==> src/core/fsei_params.svh <==
// Constants for the frame stamp and endpoint index block
`ifndef FSEI_PARAMS_SVH
`define FSEI_PARAMS_SVH

// ==========================================
// Register indices (byte address = 4 * index)
`define FSEI_IDX_EPSEL 6'h0a
`define FSEI_IDX_FNLOW 6'h0e
`define FSEI_IDX_FCHIGH 6'h0f
`define FSEI_IDX_CTRL 6'h10
`define FSEI_IDX_STAT 6'h11
`define FSEI_IDX_MASK 6'h12

// ==========================================
// Field positions in frame_control_high
`define FSEI_B_VALID 7
`define FSEI_B_FLAG 6
`define FSEI_B_IRQEN 5
`define FSEI_B_LOCK 4
`define FSEI_B_PINDIS 3

// Field positions in the control register
`define FSEI_B_FEAT 0
`define FSEI_B_HOLD 1
`define FSEI_B_CHAN 2

// ==========================================
// Reset values and timing
`define FSEI_RST8 8'h00
`define FSEI_RST3 3'h0
`define FSEI_CLK_MHZ 100
`define FSEI_FRAME_US 1000
`define FSEI_PULSE_CYC 4'h8
`define FSEI_LOCK_TOL 17'h0_0040

`endif

==> src/core/fsei_pkg.sv <==
// Types shared by the frame stamp and endpoint index block
package fsei_pkg;

	// ==========================================
	// Start-of-frame token from the serial engine
	typedef struct packed {
		logic valid;
		logic [10:0] number;
	} fsei_sof_type;

	// ==========================================
	// Frame timer state
	typedef enum logic [0:0] {
		FT_IDLE = 1'b0,
		FT_RUN = 1'b1
	} fsei_state_type;

	// ==========================================
	// Local control bits
	typedef struct packed {
		logic chan_en;
		logic write_hold;
		logic feature_mode;
	} fsei_ctrl_type;

endpackage

==> src/core/fsei_top.sv <==
// Frame stamp tracking and endpoint index selection with Wishbone slave
`timescale 1ns/1ps
`include "fsei_params.svh"

// Functional notes
// (RQ1) Stamp valid set on good token, cleared artificially
// (RQ2) Frame flag set on every new frame
// (RQ3) Firmware write one acts as hardware set
// (RQ4) Flag self-clears unless pin-disable or feature set
// (RQ5) Frame interrupt needs flag, enable, channel enable
// (RQ6) Interrupt enable is software-owned only
// (RQ7) Lock bit shows frame timer lock state
// (RQ8) Pin held high while output disabled
// (RQ9) Each flag set gives eight-cycle low pulse
// (RQ10) Upper three number bits in high register
// (RQ11) Lower eight number bits in low register
// (RQ12) Artificial frame keeps stored number unchanged
// (RQ13) Firmware holds write-hold flag for protected bits
// (RQ14) Three-bit index selects endpoint zero to seven
// (RQ15) Reserved index bits read zero, written zero
// (RQ16) Firmware keeps index during receive read sets
// (RQ17) Reset clears both frame registers and index
// (RQ18) Missing token gives artificial frame at boundary

module fsei_top
	import fsei_pkg::*;
#(
	parameter int unsigned FRAME_CYCLES = `FSEI_FRAME_US * `FSEI_CLK_MHZ
)
(
	// Clock and reset
	input wire logic clk_i,
	input wire logic rst_i,
	// Wishbone slave
	input wire logic cyc_i,
	input wire logic stb_i,
	input wire logic we_i,
	input wire logic [7:0] adr_i,
	input wire logic [3:0] sel_i,
	input wire logic [31:0] dat_i,
	output logic [31:0] dat_o,
	output logic ack_o,
	// Token side from the serial engine
	input wire fsei_sof_type sof_i,
	// Frame outputs
	output logic frame_start_pin_n_o,
	output logic frame_irq_o,
	output logic irq_o,
	// Endpoint selection
	output logic [2:0] endpoint_index_field_o
);

	// ==========================================
	// Declarations
	localparam logic [16:0] PERIOD_LAST = 17'(FRAME_CYCLES - 1);

	logic [5:0] idx;
	logic req;
	logic wr_take;
	logic rd_take;
	logic ack_reg;
	logic [7:0] rd_next;
	logic [7:0] dat_reg;

	fsei_state_type ft_reg;
	logic [16:0] tmr_reg;
	logic locked_reg;
	logic sof_ev;
	logic art_ev;

	logic [2:0] ts_high_reg;
	logic [7:0] ts_low_reg;
	logic valid_reg;
	logic flag_reg;
	logic irq_en_reg;
	logic pin_dis_reg;
	fsei_ctrl_type ctrl_reg;
	logic [2:0] ep_reg;

	logic fw_set1;
	logic fw_clr;
	logic fs_set;
	logic self_clr;
	logic hold_wr;
	logic pin_dis_next;
	logic [3:0] cnt_reg;
	logic [3:0] cnt_next;
	logic pin_reg;
	logic [2:0] ev;
	logic [2:0] stat_reg;
	logic [2:0] mask_reg;

	// Address decode, reused by every register
	function automatic logic hit(input logic [5:0] a, input logic [5:0] r);
		return a == r;
	endfunction

	// ==========================================
	// Wishbone slave
	assign idx = adr_i[7:2];
	assign req = cyc_i & stb_i;

	// One wait cycle, then a single-cycle ack
	always_ff @(posedge clk_i) begin
		if (rst_i) begin
			ack_reg <= 1'b0;
		end else begin
			ack_reg <= req & ~ack_reg;
		end
	end

	assign ack_o = ack_reg;
	// Writes land only at the edge the master sees ack
	assign wr_take = req & ack_reg & we_i & sel_i[0];
	assign rd_take = req & ack_reg & ~we_i;
	assign hold_wr = wr_take & hit(idx, `FSEI_IDX_FCHIGH) & ctrl_reg.write_hold;

	// Read multiplexer; unmapped addresses read zero
	always_comb begin
		rd_next = `FSEI_RST8;
		case (idx)
			`FSEI_IDX_EPSEL: begin
				rd_next = {5'h0_0, ep_reg}; // [RQ15]
			end
			`FSEI_IDX_FNLOW: begin
				rd_next = ts_low_reg;
			end
			`FSEI_IDX_FCHIGH: begin
				rd_next = {valid_reg, flag_reg, irq_en_reg, locked_reg,
					pin_dis_reg, ts_high_reg}; // [RQ7]
			end
			`FSEI_IDX_CTRL: begin
				rd_next = {5'h0_0, ctrl_reg};
			end
			`FSEI_IDX_STAT: begin
				rd_next = {5'h0_0, stat_reg};
			end
			`FSEI_IDX_MASK: begin
				rd_next = {5'h0_0, mask_reg};
			end
			default: begin
				rd_next = `FSEI_RST8;
			end
		endcase
	end

	// Read data captured in the wait cycle, held through ack
	always_ff @(posedge clk_i) begin
		if (rst_i) begin
			dat_reg <= `FSEI_RST8;
		end else if (req & ~ack_reg) begin
			dat_reg <= rd_next;
		end
	end

	assign dat_o = {24'h00_0000, dat_reg};

	// ==========================================
	// Frame timer
	assign sof_ev = sof_i.valid;
	// No artificial frame before the first real token
	assign art_ev = (ft_reg == FT_RUN) & ~sof_ev & (tmr_reg == PERIOD_LAST); // [RQ18]

	// Timer state
	always_ff @(posedge clk_i) begin
		if (rst_i) begin
			ft_reg <= FT_IDLE;
		end else begin
			case (ft_reg)
				FT_IDLE: begin
					if (sof_ev) begin
						ft_reg <= FT_RUN;
					end
				end
				FT_RUN: begin
					ft_reg <= FT_RUN;
				end
				default: begin
					ft_reg <= FT_IDLE;
				end
			endcase
		end
	end

	// Frame period counter restarts on every frame start
	always_ff @(posedge clk_i) begin
		if (rst_i) begin
			tmr_reg <= 17'h0_0000;
		end else if (sof_ev | art_ev) begin
			tmr_reg <= 17'h0_0000; // [RQ18]
		end else if (ft_reg == FT_RUN) begin
			tmr_reg <= 17'(tmr_reg + 17'h0_0001);
		end
	end

	// Lock: a token near the predicted boundary locks, a miss unlocks
	always_ff @(posedge clk_i) begin
		if (rst_i) begin
			locked_reg <= 1'b0;
		end else if (art_ev) begin
			locked_reg <= 1'b0; // [RQ7]
		end else if (sof_ev) begin
			locked_reg <= (ft_reg == FT_RUN) &&
				(tmr_reg >= 17'(PERIOD_LAST - `FSEI_LOCK_TOL)); // [RQ7]
		end
	end

	// ==========================================
	// Frame number store
	// Artificial frames leave the number for firmware to fix
	always_ff @(posedge clk_i) begin
		if (rst_i) begin
			ts_high_reg <= `FSEI_RST3; // [RQ17]
			ts_low_reg <= `FSEI_RST8; // [RQ17]
		end else if (sof_ev) begin // [RQ12]
			ts_high_reg <= sof_i.number[10:8]; // [RQ10]
			ts_low_reg <= sof_i.number[7:0]; // [RQ11]
		end else begin
			if (wr_take & hit(idx, `FSEI_IDX_FCHIGH)) begin
				ts_high_reg <= dat_i[2:0];
			end
			if (wr_take & hit(idx, `FSEI_IDX_FNLOW)) begin
				ts_low_reg <= dat_i[7:0];
			end
		end
	end

	// Stamp valid is hardware-owned; writes do not reach it
	always_ff @(posedge clk_i) begin
		if (rst_i) begin
			valid_reg <= 1'b0;
		end else if (sof_ev) begin
			valid_reg <= 1'b1; // [RQ1]
		end else if (art_ev) begin
			valid_reg <= 1'b0; // [RQ1]
		end
	end

	// ==========================================
	// Frame-start flag
	assign fw_set1 = wr_take & hit(idx, `FSEI_IDX_FCHIGH) & dat_i[`FSEI_B_FLAG];
	assign fw_clr = wr_take & hit(idx, `FSEI_IDX_FCHIGH) & ~dat_i[`FSEI_B_FLAG];
	// Firmware set shares the hardware path, pin and interrupt alike
	assign fs_set = sof_ev | art_ev | fw_set1; // [RQ2] [RQ3]
	assign self_clr = ~pin_dis_reg & ~ctrl_reg.feature_mode;

	// A new set wins over any clear in the same cycle
	always_ff @(posedge clk_i) begin
		if (rst_i) begin
			flag_reg <= 1'b0;
		end else if (fs_set) begin
			flag_reg <= 1'b1; // [RQ2] [RQ3]
		end else if (fw_clr | self_clr) begin
			flag_reg <= 1'b0; // [RQ4]
		end
	end

	// Protected bits change only with the write-hold flag set
	always_ff @(posedge clk_i) begin
		if (rst_i) begin
			irq_en_reg <= 1'b0;
			pin_dis_reg <= 1'b0;
		end else if (hold_wr) begin
			irq_en_reg <= dat_i[`FSEI_B_IRQEN]; // [RQ6] [RQ13]
			pin_dis_reg <= dat_i[`FSEI_B_PINDIS]; // [RQ13]
		end
	end
	assign pin_dis_next = hold_wr ? dat_i[`FSEI_B_PINDIS] : pin_dis_reg; // [RQ8] no glitch

	// ==========================================
	// Local control and endpoint index
	always_ff @(posedge clk_i) begin
		if (rst_i) begin
			ctrl_reg <= `FSEI_RST3;
		end else if (wr_take & hit(idx, `FSEI_IDX_CTRL)) begin
			ctrl_reg <= dat_i[2:0];
		end
	end

	// Index is not guarded against mid-read changes; firmware owns that
	always_ff @(posedge clk_i) begin
		if (rst_i) begin
			ep_reg <= `FSEI_RST3; // [RQ17]
		end else if (wr_take & hit(idx, `FSEI_IDX_EPSEL)) begin
			ep_reg <= dat_i[2:0]; // [RQ14] [RQ16]
		end
	end

	assign endpoint_index_field_o = ep_reg; // [RQ14]

	// ==========================================
	// Frame-start pin pulse
	always_comb begin
		cnt_next = cnt_reg;
		if (fs_set & ~pin_dis_next) begin
			cnt_next = `FSEI_PULSE_CYC; // [RQ9]
		end else if (cnt_reg != 4'h0) begin
			cnt_next = cnt_reg - 4'h1;
		end
	end

	// Pin registered from the next count, so low lasts exactly the count
	always_ff @(posedge clk_i) begin
		if (rst_i) begin
			cnt_reg <= 4'h0;
			pin_reg <= 1'b1;
		end else begin
			cnt_reg <= cnt_next;
			pin_reg <= pin_dis_next | (cnt_next == 4'h0); // [RQ8] [RQ9]
		end
	end

	assign frame_start_pin_n_o = pin_reg;

	// ==========================================
	// Interrupts
	assign frame_irq_o = flag_reg & irq_en_reg & ctrl_reg.chan_en; // [RQ5]
	assign ev = {art_ev, sof_ev, fs_set};

	// Read clears only the bits returned, so a late event survives
	generate
		for (genvar i = 0; i < 3; i++) begin : g_stat
			always_ff @(posedge clk_i) begin
				if (rst_i) begin
					stat_reg[i] <= 1'b0;
				end else if (ev[i]) begin
					stat_reg[i] <= 1'b1;
				end else if (rd_take & hit(idx, `FSEI_IDX_STAT) & dat_reg[i]) begin
					stat_reg[i] <= 1'b0;
				end
			end
		end
	endgenerate

	// Mask register
	always_ff @(posedge clk_i) begin
		if (rst_i) begin
			mask_reg <= `FSEI_RST3;
		end else if (wr_take & hit(idx, `FSEI_IDX_MASK)) begin
			mask_reg <= dat_i[2:0];
		end
	end

	assign irq_o = |(stat_reg & mask_reg);
endmodule

==> config.mk <==
export PLATFORM = sky130hd
export DESIGN_NAME = fsei_top
export DESIGN_NICKNAME = d
export VERILOG_FILES = /design/src/core/fsei_pkg.sv /design/src/core/fsei_top.sv
export VERILOG_INCLUDE_DIRS = /design/src /design/src/core
export SDC_FILE = /design/constraint.sdc
export NUM_CORES = 1
export LEC_CHECK = 0
export BUFFER_PORTS_ARGS = -buffer_cell sky130_fd_sc_hd__buf_2
export CORE_AREA = 2 2 81 83
export CTS_CLUSTER_DIAMETER = 200
export DETAILED_ROUTE_END_ITERATION = 10
export DIE_AREA = 0 0 83 85
export GPL_TIMING_DRIVEN = 0
export MAX_ROUTING_LAYER = met4
export PLACE_DENSITY = 0.83
export SYNTH_ARGS = -nofsm -noshare
export SYNTH_HDL_FRONTEND = slang
export SYNTH_SLANG_ARGS = --single-unit
export TNS_END_PERCENT = 1
==> constraint.sdc <==
create_clock -name clk_i -period 2.4 [get_ports clk_i]
set_input_delay 0.6 -clock clk_i [delete_from_list [all_inputs] [get_ports clk_i]]
set_output_delay 0.6 -clock clk_i [all_outputs]
set_load 0.02 [all_outputs]
==> results, run 1 <==
- Derived from the worst setup path, the maximum achievable clock frequency is 0.465 GHz.
- The mean instance size in the synthesized netlist is 8.95 um2.
- The HPWL after detailed placement is 5470 um.
- The clock period minus worst slack is 2150 ps.
- The area of the multi-input gates is 1680 um2.
- In this run the worst path has a maximum fanout of 6.
- The reg-to-reg startpoint is ack_o.
- The floorplan step defined a die boundary enclosing 7060 um2.
- Yosys mapped a number of flops with a built-in enable equal to 0.
- STA classifies the critical path endpoint as a flop.
- In the layout the commonest cells are sky130_fd_sc_hd__dfxtp_1, sky130_fd_sc_hd__buf_2, sky130_fd_sc_hd__nor2_1, sky130_fd_sc_hd__buf_4, sky130_fd_sc_hd__conb_1.
- The placed standard-cell area is 3470 um2.
- Of the cells placed in the final design, the portion with a size suffix greater than 1 is 0.246.
- The initial utilization of the core area, before any placement, comes to 0.495.
- The number of library cell types mapped by synthesis is 51.
- Entering global routing, the biggest net connects 12 pins.
- The core area is 6200 um2.
- Of the total synthesized cell area, the portion taken by XOR and XNOR cells is 0.0371.
- The first global-routing pass estimated 12200 um of wire.
- The synthesized design contains 60 register bits.
- The number of optimization iterations in the first detailed-route pass is 5.
- The final-report hold violation count is 0.
- For this run, the register share of the synthesized area comes to 0.391.
- From left edge to right edge, the die measures 83 um.
- For this run the aggregate overflow at the end of global routing stands at 0.
- The CTS H-tree depth is 3.
- The post-detailed-route count of antenna-violating nets is 0.
- The top-level I/O count is 100.
- In this run the tightest slew margin relative to its limit is 0.480.
- Among all flip-flop cells after synthesis, the most frequent one is sky130_fd_sc_hd__dfxtp_1.
- The number of buffers between clock root and the deepest sink is 2.
- After detailed routing, the total wire length is 7620 um.
- The initial antenna violation count is 0.
- Measured in cells, the most critical reg-to-reg path has a length of 4.
- For flop-to-flop paths, the worst setup slack is 370 ps.
- At the end of routability-driven placement, the weighted congestion stood at 0.900.
- The remaining design rule violation count is 0.
- The clock edge transition at the registers on the reported setup and hold paths is 70 ps.
- For this run, the post-layout net count is 484.
- In this run the post-CTS setup repair buffer count came out at 0.
- The first routing iteration left 246 violations.
- In this run the power density over the cells is 669 nW/um2.
- The terminating pin of the worst hold path is dat_reg[5].
- Compared with the post-synthesis result, the final layout area differs by 21.2%.
- The critical path is of the primary input to flop type.
- The worst ir drop on vdd is 321 uV.
- Detailed routing inserted a total of 2861 vias.
- The number of max-slew violations in the final report is 0.
- Of the total synthesized cell area, the portion taken by full adders, half adders and majority gates is 0.00815.
- After synthesis the cells add up to 3070 um2.
- The sink count of the clock tree is 60.
- Counting instances, the worst hold path has a depth of 1.
- The overall power after layout is 2.49 mW.
- The number of gates resized after CTS was 0.
- The library cell used as clock root buffer is sky130_fd_sc_hd__clkbuf_8.
- Setup repair after global routing left no endpoint under its margin.
- The startpoint of the most critical hold path is dat_reg[5].
- The most common cell after layout, fill and taps aside is sky130_fd_sc_hd__dfxtp_1.
- The via count of the first global-routing pass is 2673.
- The layout has 557 filler cells.
- By area, the combinational part of the netlist is dominated by simple AND/OR/NAND/NOR gates.
- The sequential cells in the finished layout cover a total of 1200 um2.
- In the final routed layout, each cell accounts on average for 15.2 um.
- The yosys synthesis warning count is 0.
- The source-to-sink clock delay at the later pin of the worst-skew pair is 350 ps.
- The global routing usage summed across all routing layers is 0.221.
- In this run the vertical extent of the chip is 85 um.
- Setup violations remaining at the end of the flow were counted as 0.
- The repair_antennas step left the layout with diodes totalling 0.
- The startpoint type of the worst setup path is a primary input.
- On the final layout, the worst clock skew is 12.8 ps.
- The capture point of the worst reg-to-reg path is frame_start_pin_n_o.
- The worst hold path belongs to the class flop to flop.
- Synthesis produced a netlist whose cell count is 343.
- The arrival time at the worst endpoint is 2350 ps.
- The proportion of register bits with asynchronous set or reset after synthesis is 0.
- The total clock buffers created by CTS is 9.
- The total number of placement rows is 29.
- The share of the clock period used by the worst path after layout is 0.895.
- The number of buffers added on ports is 44.
- The final instance area is 3720 um2.
- The simple-gate share of the synthesized area is 0.216.
- At the pin with the least slew margin, the transition time is 774 ps.
- Using the TritonRoute via totals, the vias-per-cell ratio works out to 5.69.
- Data on the critical path is required at its endpoint by 2600 ps.
- The multiplexer fraction of the synthesized cell area is 0.0762.
- Max-cap violations in this run came to 0.
- Summed over all cells, the static leakage comes to 1.50 nW.
- The area fraction in compound gates after synthesis is 0.180.
- In this run, post-CTS hold repair placed 0 buffers.
- The number of flip-flops under the largest register name is 17.
- TritonCTS built the clock tree.
- The run finished with clean final reports.
==> per-layer routing <==
metal | track usage | vias up | share of wire
met4 | 0.0969 | 0 | 0.025
li1 | - | 1369 | -
met1 | 0.251 | 1323 | 0.42
met5 | - | - | 0
met2 | 0.362 | 147 | 0.48
met3 | 0.0642 | 22 | 0.077
==> layout make-up <==
cell class / count / area share
Timing Repair Buffer: 44 / 0.0592
Clock buffer: 10 / 0.0370
Sequential cell: 60 / 0.323
Tap cell: 77 / 0.0259
Clock inverter: 6 / 0.0299
Inverter: 9 / 0.00908
Buffer: 38 / 0.0649
Multi-Input combinational cell: 259 / 0.451
==> how the worst max path moves through the flow <==
stage          depth (start not counted)  slack (ps)                         to      from
6_report                               6         250        frame_start_pin_n_o  adr_i[7]
5_1_grt                                6         140        frame_start_pin_n_o  adr_i[7]
4_1_cts                                6         280        frame_start_pin_n_o  adr_i[7]
3_5_place_dp                           6         -40        frame_start_pin_n_o  adr_i[7]
3_3_place_gp                           6         -20        frame_start_pin_n_o  adr_i[7]
2_1_floorplan                          6         330  endpoint_index_field_o[0]  adr_i[2]
==> logic make-up (layout without fill, tap and decap cells) <==
kind of cell,Yosys count,count (layout)
adder cells (fa/ha/maj),2,2
other,1,24
flip-flops,60,60
multiplexers,23,23
AND/OR/NAND/NOR,119,119
XOR/XNOR,13,13
buffers and inverters,47,107
AO/OA/AOI/OAI,78,78
==> per-stage QoR <==
| step | worst slack [ps] | hold WS [ps] | instances | utilization | setup TNS, ps |
|---|---|---|---|---|---|
| 2_1_floorplan | 330 | 454 | 366 | - | 0 |
| 3_3_place_gp | -18.1 | 454 | 487 | 0.560 | -18.1 |
| 3_5_place_dp | -39.2 | 464 | 487 | 0.560 | -39.2 |
| 4_1_cts | 279 | 480 | 503 | 0.600 | 0 |
| 5_1_grt | 141 | 498 | 503 | 0.600 | 0 |
| 6_report | 251 | 475 | 503 | 0.600 | 0 |
==> Yosys cell counts (all sizes together) (2+ instances only) <==
library cell	count	area, um2
mux2	3	33.8
nor2	47	176
ha	2	25.0
xor2	4	35.0
nand2	13	48.8
or4	4	30.0
o311ai	2	17.5
a211oi	15	113
mux2i	20	200
clkbuf	10	38.8
and4	2	17.5
a221oi	4	35.0
nor4b	2	17.5
o31ai	2	15.0
a31o	3	26.3
inv	9	33.8
nor3b	2	15.0
nand4	5	31.3
or3b	3	26.3
o21ai	13	65.1
and3	2	12.5
nand3b	3	22.5
a31oi	2	12.5
dfxtp	60	1200
a22o	10	87.6
nand3	11	67.6
xnor2	9	78.8
or3	7	43.8
a222oi	4	40.0
nor4	9	92.6
buf	28	203
a21oi	17	85.1
nand2b	3	18.8
nor3	4	25.0
==> power by group <==
| part | internal (mW) | leakage [nW] | switching [mW] |
|---|---|---|---|
| clock network | 0.717 | 0.122 | 0.424 |
| registers | 1.03 | 0.490 | 0.0248 |
| logic | 0.121 | 0.887 | 0.172 |
| total | 1.87 | 1.50 | 0.621 |
==> worst max-delay path, stage by stage <==
cell	delay, ps
sky130_fd_sc_hd__buf_2	130
sky130_fd_sc_hd__nand4bb_1	160
sky130_fd_sc_hd__buf_2	190
sky130_fd_sc_hd__nor4_2	500
sky130_fd_sc_hd__mux2i_1	540
sky130_fd_sc_hd__o311ai_0	230
(Power assumes the default switching activity.)
==> run 2: changes to the inputs <==
--- a/config.mk
+++ b/config.mk
@@ -13,7 +13,7 @@
 export DIE_AREA = 0 0 83 85
 export GPL_TIMING_DRIVEN = 0
 export MAX_ROUTING_LAYER = met4
-export PLACE_DENSITY = 0.83
+export PLACE_DENSITY = 0.8
 export SYNTH_ARGS = -nofsm -noshare
 export SYNTH_HDL_FRONTEND = slang
 export SYNTH_SLANG_ARGS = --single-unit
==> run 2 against run 1 <==
- largest power group unchanged
- cell area rose by 0.40%
- clock power rose by 5%
- utilization rose by 0.24 points
- critical endpoint is now tmr_reg[9]
- clock-buffer cell count did not move
- first-iteration DRC count fell by 26%
- global-route usage barely moved
==> results, run 2 (synthesis results as in run 1) <==
- The arrival time at the worst endpoint came to 2360 ps (was 2350 ps).
- The top achievable clock speed was 0.468 GHz (was 0.465 GHz).
- The share of final-layout standard cells stronger than drive strength 1 is 0.244 (was 0.246).
- The source-to-sink clock delay at the later pin of the worst-skew pair was 340 ps (was 350 ps).
- The placed cell count came to 487 (unchanged).
- The actual transition at the worst max-transition pin is 822 ps (was 774 ps).
- The final worst slack is 261 ps (was 251 ps).
- The detail-routed net length per standard cell came to 14.9 um (was 15.2 um).
- The total power per unit cell area is 682 nW/um2 (was 669 nW/um2).
- The combinational fraction of design power is 0.114 (was 0.118).
- The width of the die came to 83 um (unchanged).
- The clock period minus worst slack is 2140 ps (was 2150 ps).
- The final layout net count is 484 (unchanged).
- CP Cell Sequence: ha_1 > and3_1 > nand4_1 > o211ai_2 > buf_2 > nor2_1 (was buf_2 > nand4bb_1 > buf_2 > nor4_2 > mux2i_1 > o311ai_0).
- The number of inserted diodes came to 0 (unchanged).
- The number of flip-flops under the largest register name is 17 (unchanged).
- The starting density of the core came to 0.495 (unchanged).
- The worst clock skew is 9.54 ps (was 12.8 ps).
- The maximum fanout encountered on the critical timing path is 10 (was 6).
- The number of vias per cell was 5.55 (was 5.69).
- The worst-case headroom to the max-slew limit is 0.448 (was 0.480).
- The wire length of the first global-routing pass is 12100 um (was 12200 um).
- The global routing usage summed across all routing layers is 0.220 (was 0.221).
- The total clock buffers created by CTS is 9 (unchanged).
- The number of buffers added on ports is 44 (unchanged).
- The number of buffers between clock root and the deepest sink came to 2 (unchanged).
- The filler cell count is 562 (was 557).
- The total of endpoints with negative setup slack in the final report was 0 (unchanged).
- The cell class contributing the biggest share of worst-path delay was simple AND/OR/NAND/NOR gates (unchanged).
- The core area was 6200 um2 (unchanged).
- The overall via count from detail_route came to 2792 (was 2861).
- The type of the worst min-delay path was flop to flop (unchanged).
- The post-detailed-route count of antenna-violating nets is 0 (unchanged).
- The total number of placement rows is 29 (unchanged).
- The routability congestion estimate from global placement is 0.880 (was 0.900).
- The CTS H-tree depth came to 3 (unchanged).
- The number of max-slew violations in the final report is 0 (unchanged).
- The final cell utilization of the core is 0.602 (was 0.600).
- The area growth from synthesis to layout is 21.7% (was 21.2%).
- The number of instances resized during post-cts repair was 0 (unchanged).
- The final-report hold violation count is 0 (unchanged).
- The power dissipated by switching net loads came to 600 uW (was 621 uW).
- The DRC violation total after the first TritonRoute iteration was 181 (was 246).
- The count of max-cap constraint violations is 0 (unchanged).
- The largest net degree at the start of global routing is 12 (unchanged).
- The most common cell after layout, fill and taps aside is sky130_fd_sc_hd__dfxtp_1 (unchanged).
- The switching portion of total power is 0.235 (was 0.249).
- The clock edge transition at the registers on the reported setup and hold paths is 70 ps (about the same).
- The top-level I/O count is 100 (unchanged).
- The worst ir drop on vdd came to 526 uV (was 321 uV).
- The critical path class is flop to flop (was primary input to flop).
- The number of optimization iterations in the first detailed-route pass is 5 (unchanged).
- The aggregate global routing overflow came to 0 (unchanged).
- The combined buffer and inverter count along the critical path is 1 (was 2).
- The total wirelength of the detailed-routed design came to 7470 um (was 7620 um).
- The share of the clock period used by the worst path after layout is 0.891 (was 0.895).
- Commonest cells after routing, fill and taps aside: sky130_fd_sc_hd__dfxtp_1, sky130_fd_sc_hd__buf_2, sky130_fd_sc_hd__nor2_1, sky130_fd_sc_hd__buf_4, sky130_fd_sc_hd__conb_1 (unchanged).
- Outcome: finished clean (unchanged).
- The relative contribution of the clock network to total power came to 0.472 (was 0.459).
- The worst endpoint required time came to 2620 ps (was 2600 ps).
- The sequential cell fraction of total power came to 0.414 (was 0.424).
- The cell with the largest stage delay on the worst path is sky130_fd_sc_hd__o211ai_2 (was sky130_fd_sc_hd__mux2i_1).
- The endpoint type of the worst setup path was a flop (unchanged).
- The via count of the first global-routing pass was 2629 (was 2673).
- The total internal power is 1.95 mW (was 1.87 mW).
- Unrepaired setup endpoints after global routing: false (unchanged).
- The final worst hold slack is 476 ps (was 475 ps).
- The final HPWL from detailed placement is 5400 um (was 5470 um).
- The remaining design rule violation count was 0 (unchanged).
- The floorplan die area came to 7060 um2 (unchanged).
- The library cell used as clock root buffer was sky130_fd_sc_hd__clkbuf_8 (unchanged).
- The delay contributed by the slowest stage of the critical path is 490 ps (was 540 ps).
- The number of standard cells in the layout, taps in and fillers out came to 503 (unchanged).
- The sink count of the clock tree is 60 (unchanged).
- The clock tree from TritonCTS is done (unchanged).
- The count of hold buffers inserted by post-cts repair is 0 (unchanged).
- The height of the die came to 85 um (unchanged).
- The cell leakage power was 1.50 nW (about the same).
- The initial antenna violation count is 0 (unchanged).
- The number of buffers added for setup after CTS was 0 (unchanged).
- The startpoint type of the worst setup path is a flop (was primary input).
- The setup slack at placement is 20.6 ps (was -39.2 ps).
## run 2: changes by cell type in the layout (fill, tap and decap cells not counted)
| cell | before | now |
|---|---|---|
| sky130_fd_sc_hd__bufinv_16 | 3 | 4 |
| sky130_fd_sc_hd__clkinv_2 | 1 | 0 |
| sky130_fd_sc_hd__clkbuf_8 | 10 | 9 |
| sky130_fd_sc_hd__clkbuf_1 | 9 | 10 |
## run 2: layout make-up
| class | count | area [um2] | area share |
|---|---|---|---|
| Clock buffer | 10 | 128 | 0.0342 |
| Timing Repair Buffer | 44 | 220 | 0.0589 |
| Inverter | 9 | 33.8 | 0.00904 |
| Multi-Input combinational cell | 259 | 1680 | 0.449 |
| Clock inverter | 6 | 136 | 0.0365 |
| Buffer | 38 | 241 | 0.0646 |
| Sequential cell | 60 | 1200 | 0.322 |
| Tap cell | 77 | 96.3 | 0.0258 |
## run 2: power groups by stage
| stage | combinational [mW] | clock, mW | sequential (mW) |
|---|---|---|---|
| 2_1_floorplan | 0.204 | 0 | 1.08 |
| 4_1_cts | 0.287 | 1.22 | 1.05 |
| 5_1_grt | 0.318 | 1.27 | 1.06 |
| 3_3_place_gp | 0.280 | 0 | 1.07 |
| 6_report | 0.289 | 1.20 | 1.06 |
| 3_5_place_dp | 0.285 | 0 | 1.08 |
## run 2: path summary, 6_finish.rpt
| kind | startpoint | endpoint | depth (start not counted) | slack (ps) |
|---|---|---|---|---|
| worst max-delay path | tmr_reg[0] | tmr_reg[9] | 6 | 260 |
| worst max register to register | tmr_reg[0] | tmr_reg[9] | 6 | 260 |
| worst min register to register | dat_reg[6] | dat_reg[6] | 1 | 480 |
| worst min-delay path | dat_reg[6] | dat_reg[6] | 1 | 480 |
## run 2: worst reg2reg max path, delay by kind of cell (launching register included)
family / cells / cell delay, ps
compound gates: 1 / 490
simple gates: 3 / 580
flops: 1 / 410
fa+ha+maj: 1 / 250
buf+inv: 1 / 300
## run 2: routing by layer
metal / routed length (um) / up-vias / share of wire / track usage
met5: 0 / - / 0 / -
met4: 112 / 0 / 0.015 / 0.0835
met3: 490 / 14 / 0.066 / 0.0768
met2: 3600 / 111 / 0.48 / 0.357
met1: 3270 / 1296 / 0.44 / 0.252
li1: - / 1371 / - / -
## run 2: stage by stage
stage          cell area [um2]  power, mW  setup TNS, ps
2_1_floorplan             3160       1.28              0
5_1_grt                   3740       2.65              0
3_5_place_dp              3470       1.36              0
3_3_place_gp              3470       1.35          -27.5
4_1_cts                   3740       2.56              0
6_report                  3740       2.55              0
==> run 3: changes to the inputs <==
--- a/config.mk
+++ b/config.mk
@@ -7,10 +7,10 @@
 export NUM_CORES = 1
 export LEC_CHECK = 0
 export BUFFER_PORTS_ARGS = -buffer_cell sky130_fd_sc_hd__buf_2
-export CORE_AREA = 2 2 81 83
+export CORE_AREA = 2 2 96 70
 export CTS_CLUSTER_DIAMETER = 200
 export DETAILED_ROUTE_END_ITERATION = 10
-export DIE_AREA = 0 0 83 85
+export DIE_AREA = 0 0 98 72
 export GPL_TIMING_DRIVEN = 0
 export MAX_ROUTING_LAYER = met4
 export PLACE_DENSITY = 0.8
==> run 3 against run 2 <==
- via count up 0.47%
- clock skew shrank 3.2 ps
- largest cell class unchanged
- utilization decreased by 0.46 points
- first-iteration DRC count rose by 33%
- routed wire length increased by 0.54%
- cell area shrank 2.5%
- combinational power is essentially flat
- sequential cell count stayed put
==> results, run 3 (synthesis results as in run 1) <==
- Commonest cells after routing, fill and taps aside: sky130_fd_sc_hd__dfxtp_1, sky130_fd_sc_hd__buf_2, sky130_fd_sc_hd__nor2_1, sky130_fd_sc_hd__buf_4, sky130_fd_sc_hd__conb_1 (unchanged).
- The delay contributed by the slowest stage of the critical path was 570 ps (was 490 ps).
- The cell leakage power is 1.47 nW (was 1.50 nW).
- The remaining design rule violation count is 0 (unchanged).
- The width of the die came to 98 um (was 83 um).
- The DRC violation total after the first TritonRoute iteration came to 241 (was 181).
- The actual transition at the worst max-transition pin is 801 ps (was 822 ps).
- The detail-routed net length per standard cell is 14.9 um (about the same).
- The final HPWL from detailed placement is 5630 um (was 5400 um).
- The initial antenna violation count is 0 (unchanged).
- The minimum setup slack among reg-to-reg paths was 320 ps (was 260 ps).
- The final-report hold violation count is 0 (unchanged).
- The number of inserted diodes came to 0 (unchanged).
- The total of endpoints with negative setup slack in the final report is 0 (unchanged).
- The source-to-sink clock delay at the later pin of the worst-skew pair is 340 ps (about the same).
- The terminating pin of the worst hold path is dat_reg[7] (was dat_reg[6]).
- The final cell utilization of the core is 0.597 (was 0.602).
- The number of instances resized during post-cts repair came to 0 (unchanged).
- The most common cell after layout, fill and taps aside is sky130_fd_sc_hd__dfxtp_1 (unchanged).
- The number of buffers added on ports is 44 (unchanged).
- The top-level I/O count was 100 (unchanged).
- The total wirelength of the detailed-routed design is 7510 um (was 7470 um).
- The clock edge transition at the registers on the reported setup and hold paths is 60 ps (was 70 ps).
- The placed standard-cell area is 3470 um2 (about the same).
- CP Cell Sequence: buf_2 > nand4bb_1 > buf_2 > nor4_2 > mux2i_1 > o311ai_0 (was ha_1 > and3_1 > nand4_1 > o211ai_2 > buf_2 > nor2_1).
- The total clock buffers created by CTS came to 9 (unchanged).
- The clock tree from TritonCTS is done (unchanged).
- The startpoint type of the worst setup path is a primary input (was flop).
- The area growth from synthesis to layout is 18.7% (was 21.7%).
- The number of max-slew violations in the final report came to 0 (unchanged).
- The setup slack at placement was -68.5 ps (was 20.6 ps).
- Unrepaired setup endpoints after global routing: false (unchanged).
- The total power per unit cell area is 590 nW/um2 (was 682 nW/um2).
- The combined buffer and inverter count along the critical path is 2 (was 1).
- The number of flip-flops under the largest register name is 17 (unchanged).
- The arrival time at the worst endpoint was 2370 ps (was 2360 ps).
- The capture point of the worst reg-to-reg path is tmr_reg[2] (was tmr_reg[9]).
- The final worst slack came to 200 ps (was 261 ps).
- The routability congestion estimate from global placement is 0.921 (was 0.880).
- The cell class contributing the biggest share of worst-path delay is simple AND/OR/NAND/NOR gates (unchanged).
- The worst endpoint required time is 2570 ps (was 2620 ps).
- The number of buffers added for setup after CTS came to 0 (unchanged).
- The floorplan die area is 7060 um2 (about the same).
- The sink count of the clock tree is 60 (unchanged).
- The starting density of the core is 0.503 (was 0.495).
- The worst ir drop on vdd came to 329 uV (was 526 uV).
- The aggregate global routing overflow is 0 (unchanged).
- Outcome: finished clean (unchanged).
- The startpoint of the most critical hold path is dat_reg[7] (was dat_reg[6]).
- The final worst hold slack was 471 ps (was 476 ps).
- The share of final-layout standard cells stronger than drive strength 1 is 0.240 (was 0.244).
- The height of the die was 72 um (was 85 um).
- The type of the worst min-delay path is flop to flop (unchanged).
- The worst clock skew came to 6.35 ps (was 9.54 ps).
- The core area came to 6100 um2 (was 6200 um2).
- The CTS H-tree depth is 3 (unchanged).
- The post-detailed-route count of antenna-violating nets was 0 (unchanged).
- The maximum fanout encountered on the critical timing path is 6 (was 10).
- The overall power after layout was 2.15 mW (was 2.55 mW).
- The share of the clock period used by the worst path after layout is 0.917 (was 0.891).
- The most numerous cell type found on the critical path is sky130_fd_sc_hd__buf_2.
- The library cell used as clock root buffer was sky130_fd_sc_hd__clkbuf_8 (unchanged).
- The critical path class is primary input to flop (was flop to flop).
- The worst-case reg-to-reg path depth is 6 (unchanged).
- The largest net degree at the start of global routing was 11 (was 12).
- The cell with the largest stage delay on the worst path is sky130_fd_sc_hd__mux2i_1 (was sky130_fd_sc_hd__o211ai_2).
- The global routing usage summed across all routing layers is 0.225 (was 0.220).
- The final instance area is 3640 um2 (was 3740 um2).
- The number of optimization iterations in the first detailed-route pass is 5 (unchanged).
- The count of cells along the worst hold path is 1 (unchanged).
- The count of max-cap constraint violations came to 0 (unchanged).
- The number of buffers between clock root and the deepest sink is 2 (unchanged).
- The total number of placement rows is 24 (was 29).
- The wire length of the first global-routing pass is 12300 um (was 12100 um).
- The number of vias per cell was 5.58 (was 5.55).
- The endpoint type of the worst setup path is a flop (unchanged).
- The clock period minus worst slack was 2200 ps (was 2140 ps).
- The top achievable clock speed is 0.455 GHz (was 0.468 GHz).
- The reg-to-reg startpoint is tmr_reg[0] (unchanged).
- The count of hold buffers inserted by post-cts repair is 0 (unchanged).
- The overall via count from detail_route is 2805 (was 2792).
- The worst-case headroom to the max-slew limit is 0.462 (was 0.448).
- The via count of the first global-routing pass is 2419 (was 2629).
- The final layout net count is 484 (unchanged).
-- run 3: cell types whose count changed in the layout (fill, tap and decap cells not counted), sizes merged --
cell / change
bufinv: -4
clkbuf: +3
clkinv: +1
clkinvlp: -1
-- run 3: how the worst max path moves through the flow --
stage	slack (ps)	end	depth (start not counted)	from
final	200	frame_start_pin_n_o	6	adr_i[7]
after global routing	80	frame_start_pin_n_o	6	adr_i[7]
after CTS	300	frame_start_pin_n_o	6	adr_i[7]
after detailed placement	-70	frame_start_pin_n_o	6	adr_i[7]
after global placement	-20	frame_start_pin_n_o	6	adr_i[7]
after floorplan	330	endpoint_index_field_o[0]	6	adr_i[2]
-- run 3: per-stage QoR --
step                      instances  TNS (ps)
final                           503         0
after global placement          488     -24.3
after floorplan                 366         0
after detailed placement        488     -70.2
after global routing            503         0
after CTS                       503         0
-- run 3: metal layers --
layer  part of all wire  vias to the layer above  GRT usage
met2               0.44                      126      0.326
met1               0.48                     1295      0.321
met3              0.071                        9     0.0655
met5                  0                        -          -
met4             0.0072                        0     0.0324
li1                   -                     1375          -
-- run 3: final cells by class --
class / instances / area [um2]
plain buffers: 38 / 241
clock buffers: 13 / 159
clock inverters: 2 / 10.0
fillers: 547 / 2450
inverters: 9 / 33.8
multi-input cells: 259 / 1680
flip-flops and latches: 60 / 1200
well taps: 78 / 97.6
repair buffers: 44 / 220
-- run 3: power by group --
part | switching, mW | internal (mW)
logic | 0.171 | 0.121
registers | 0.0258 | 1.03
clock network | 0.378 | 0.422
total | 0.574 | 1.57
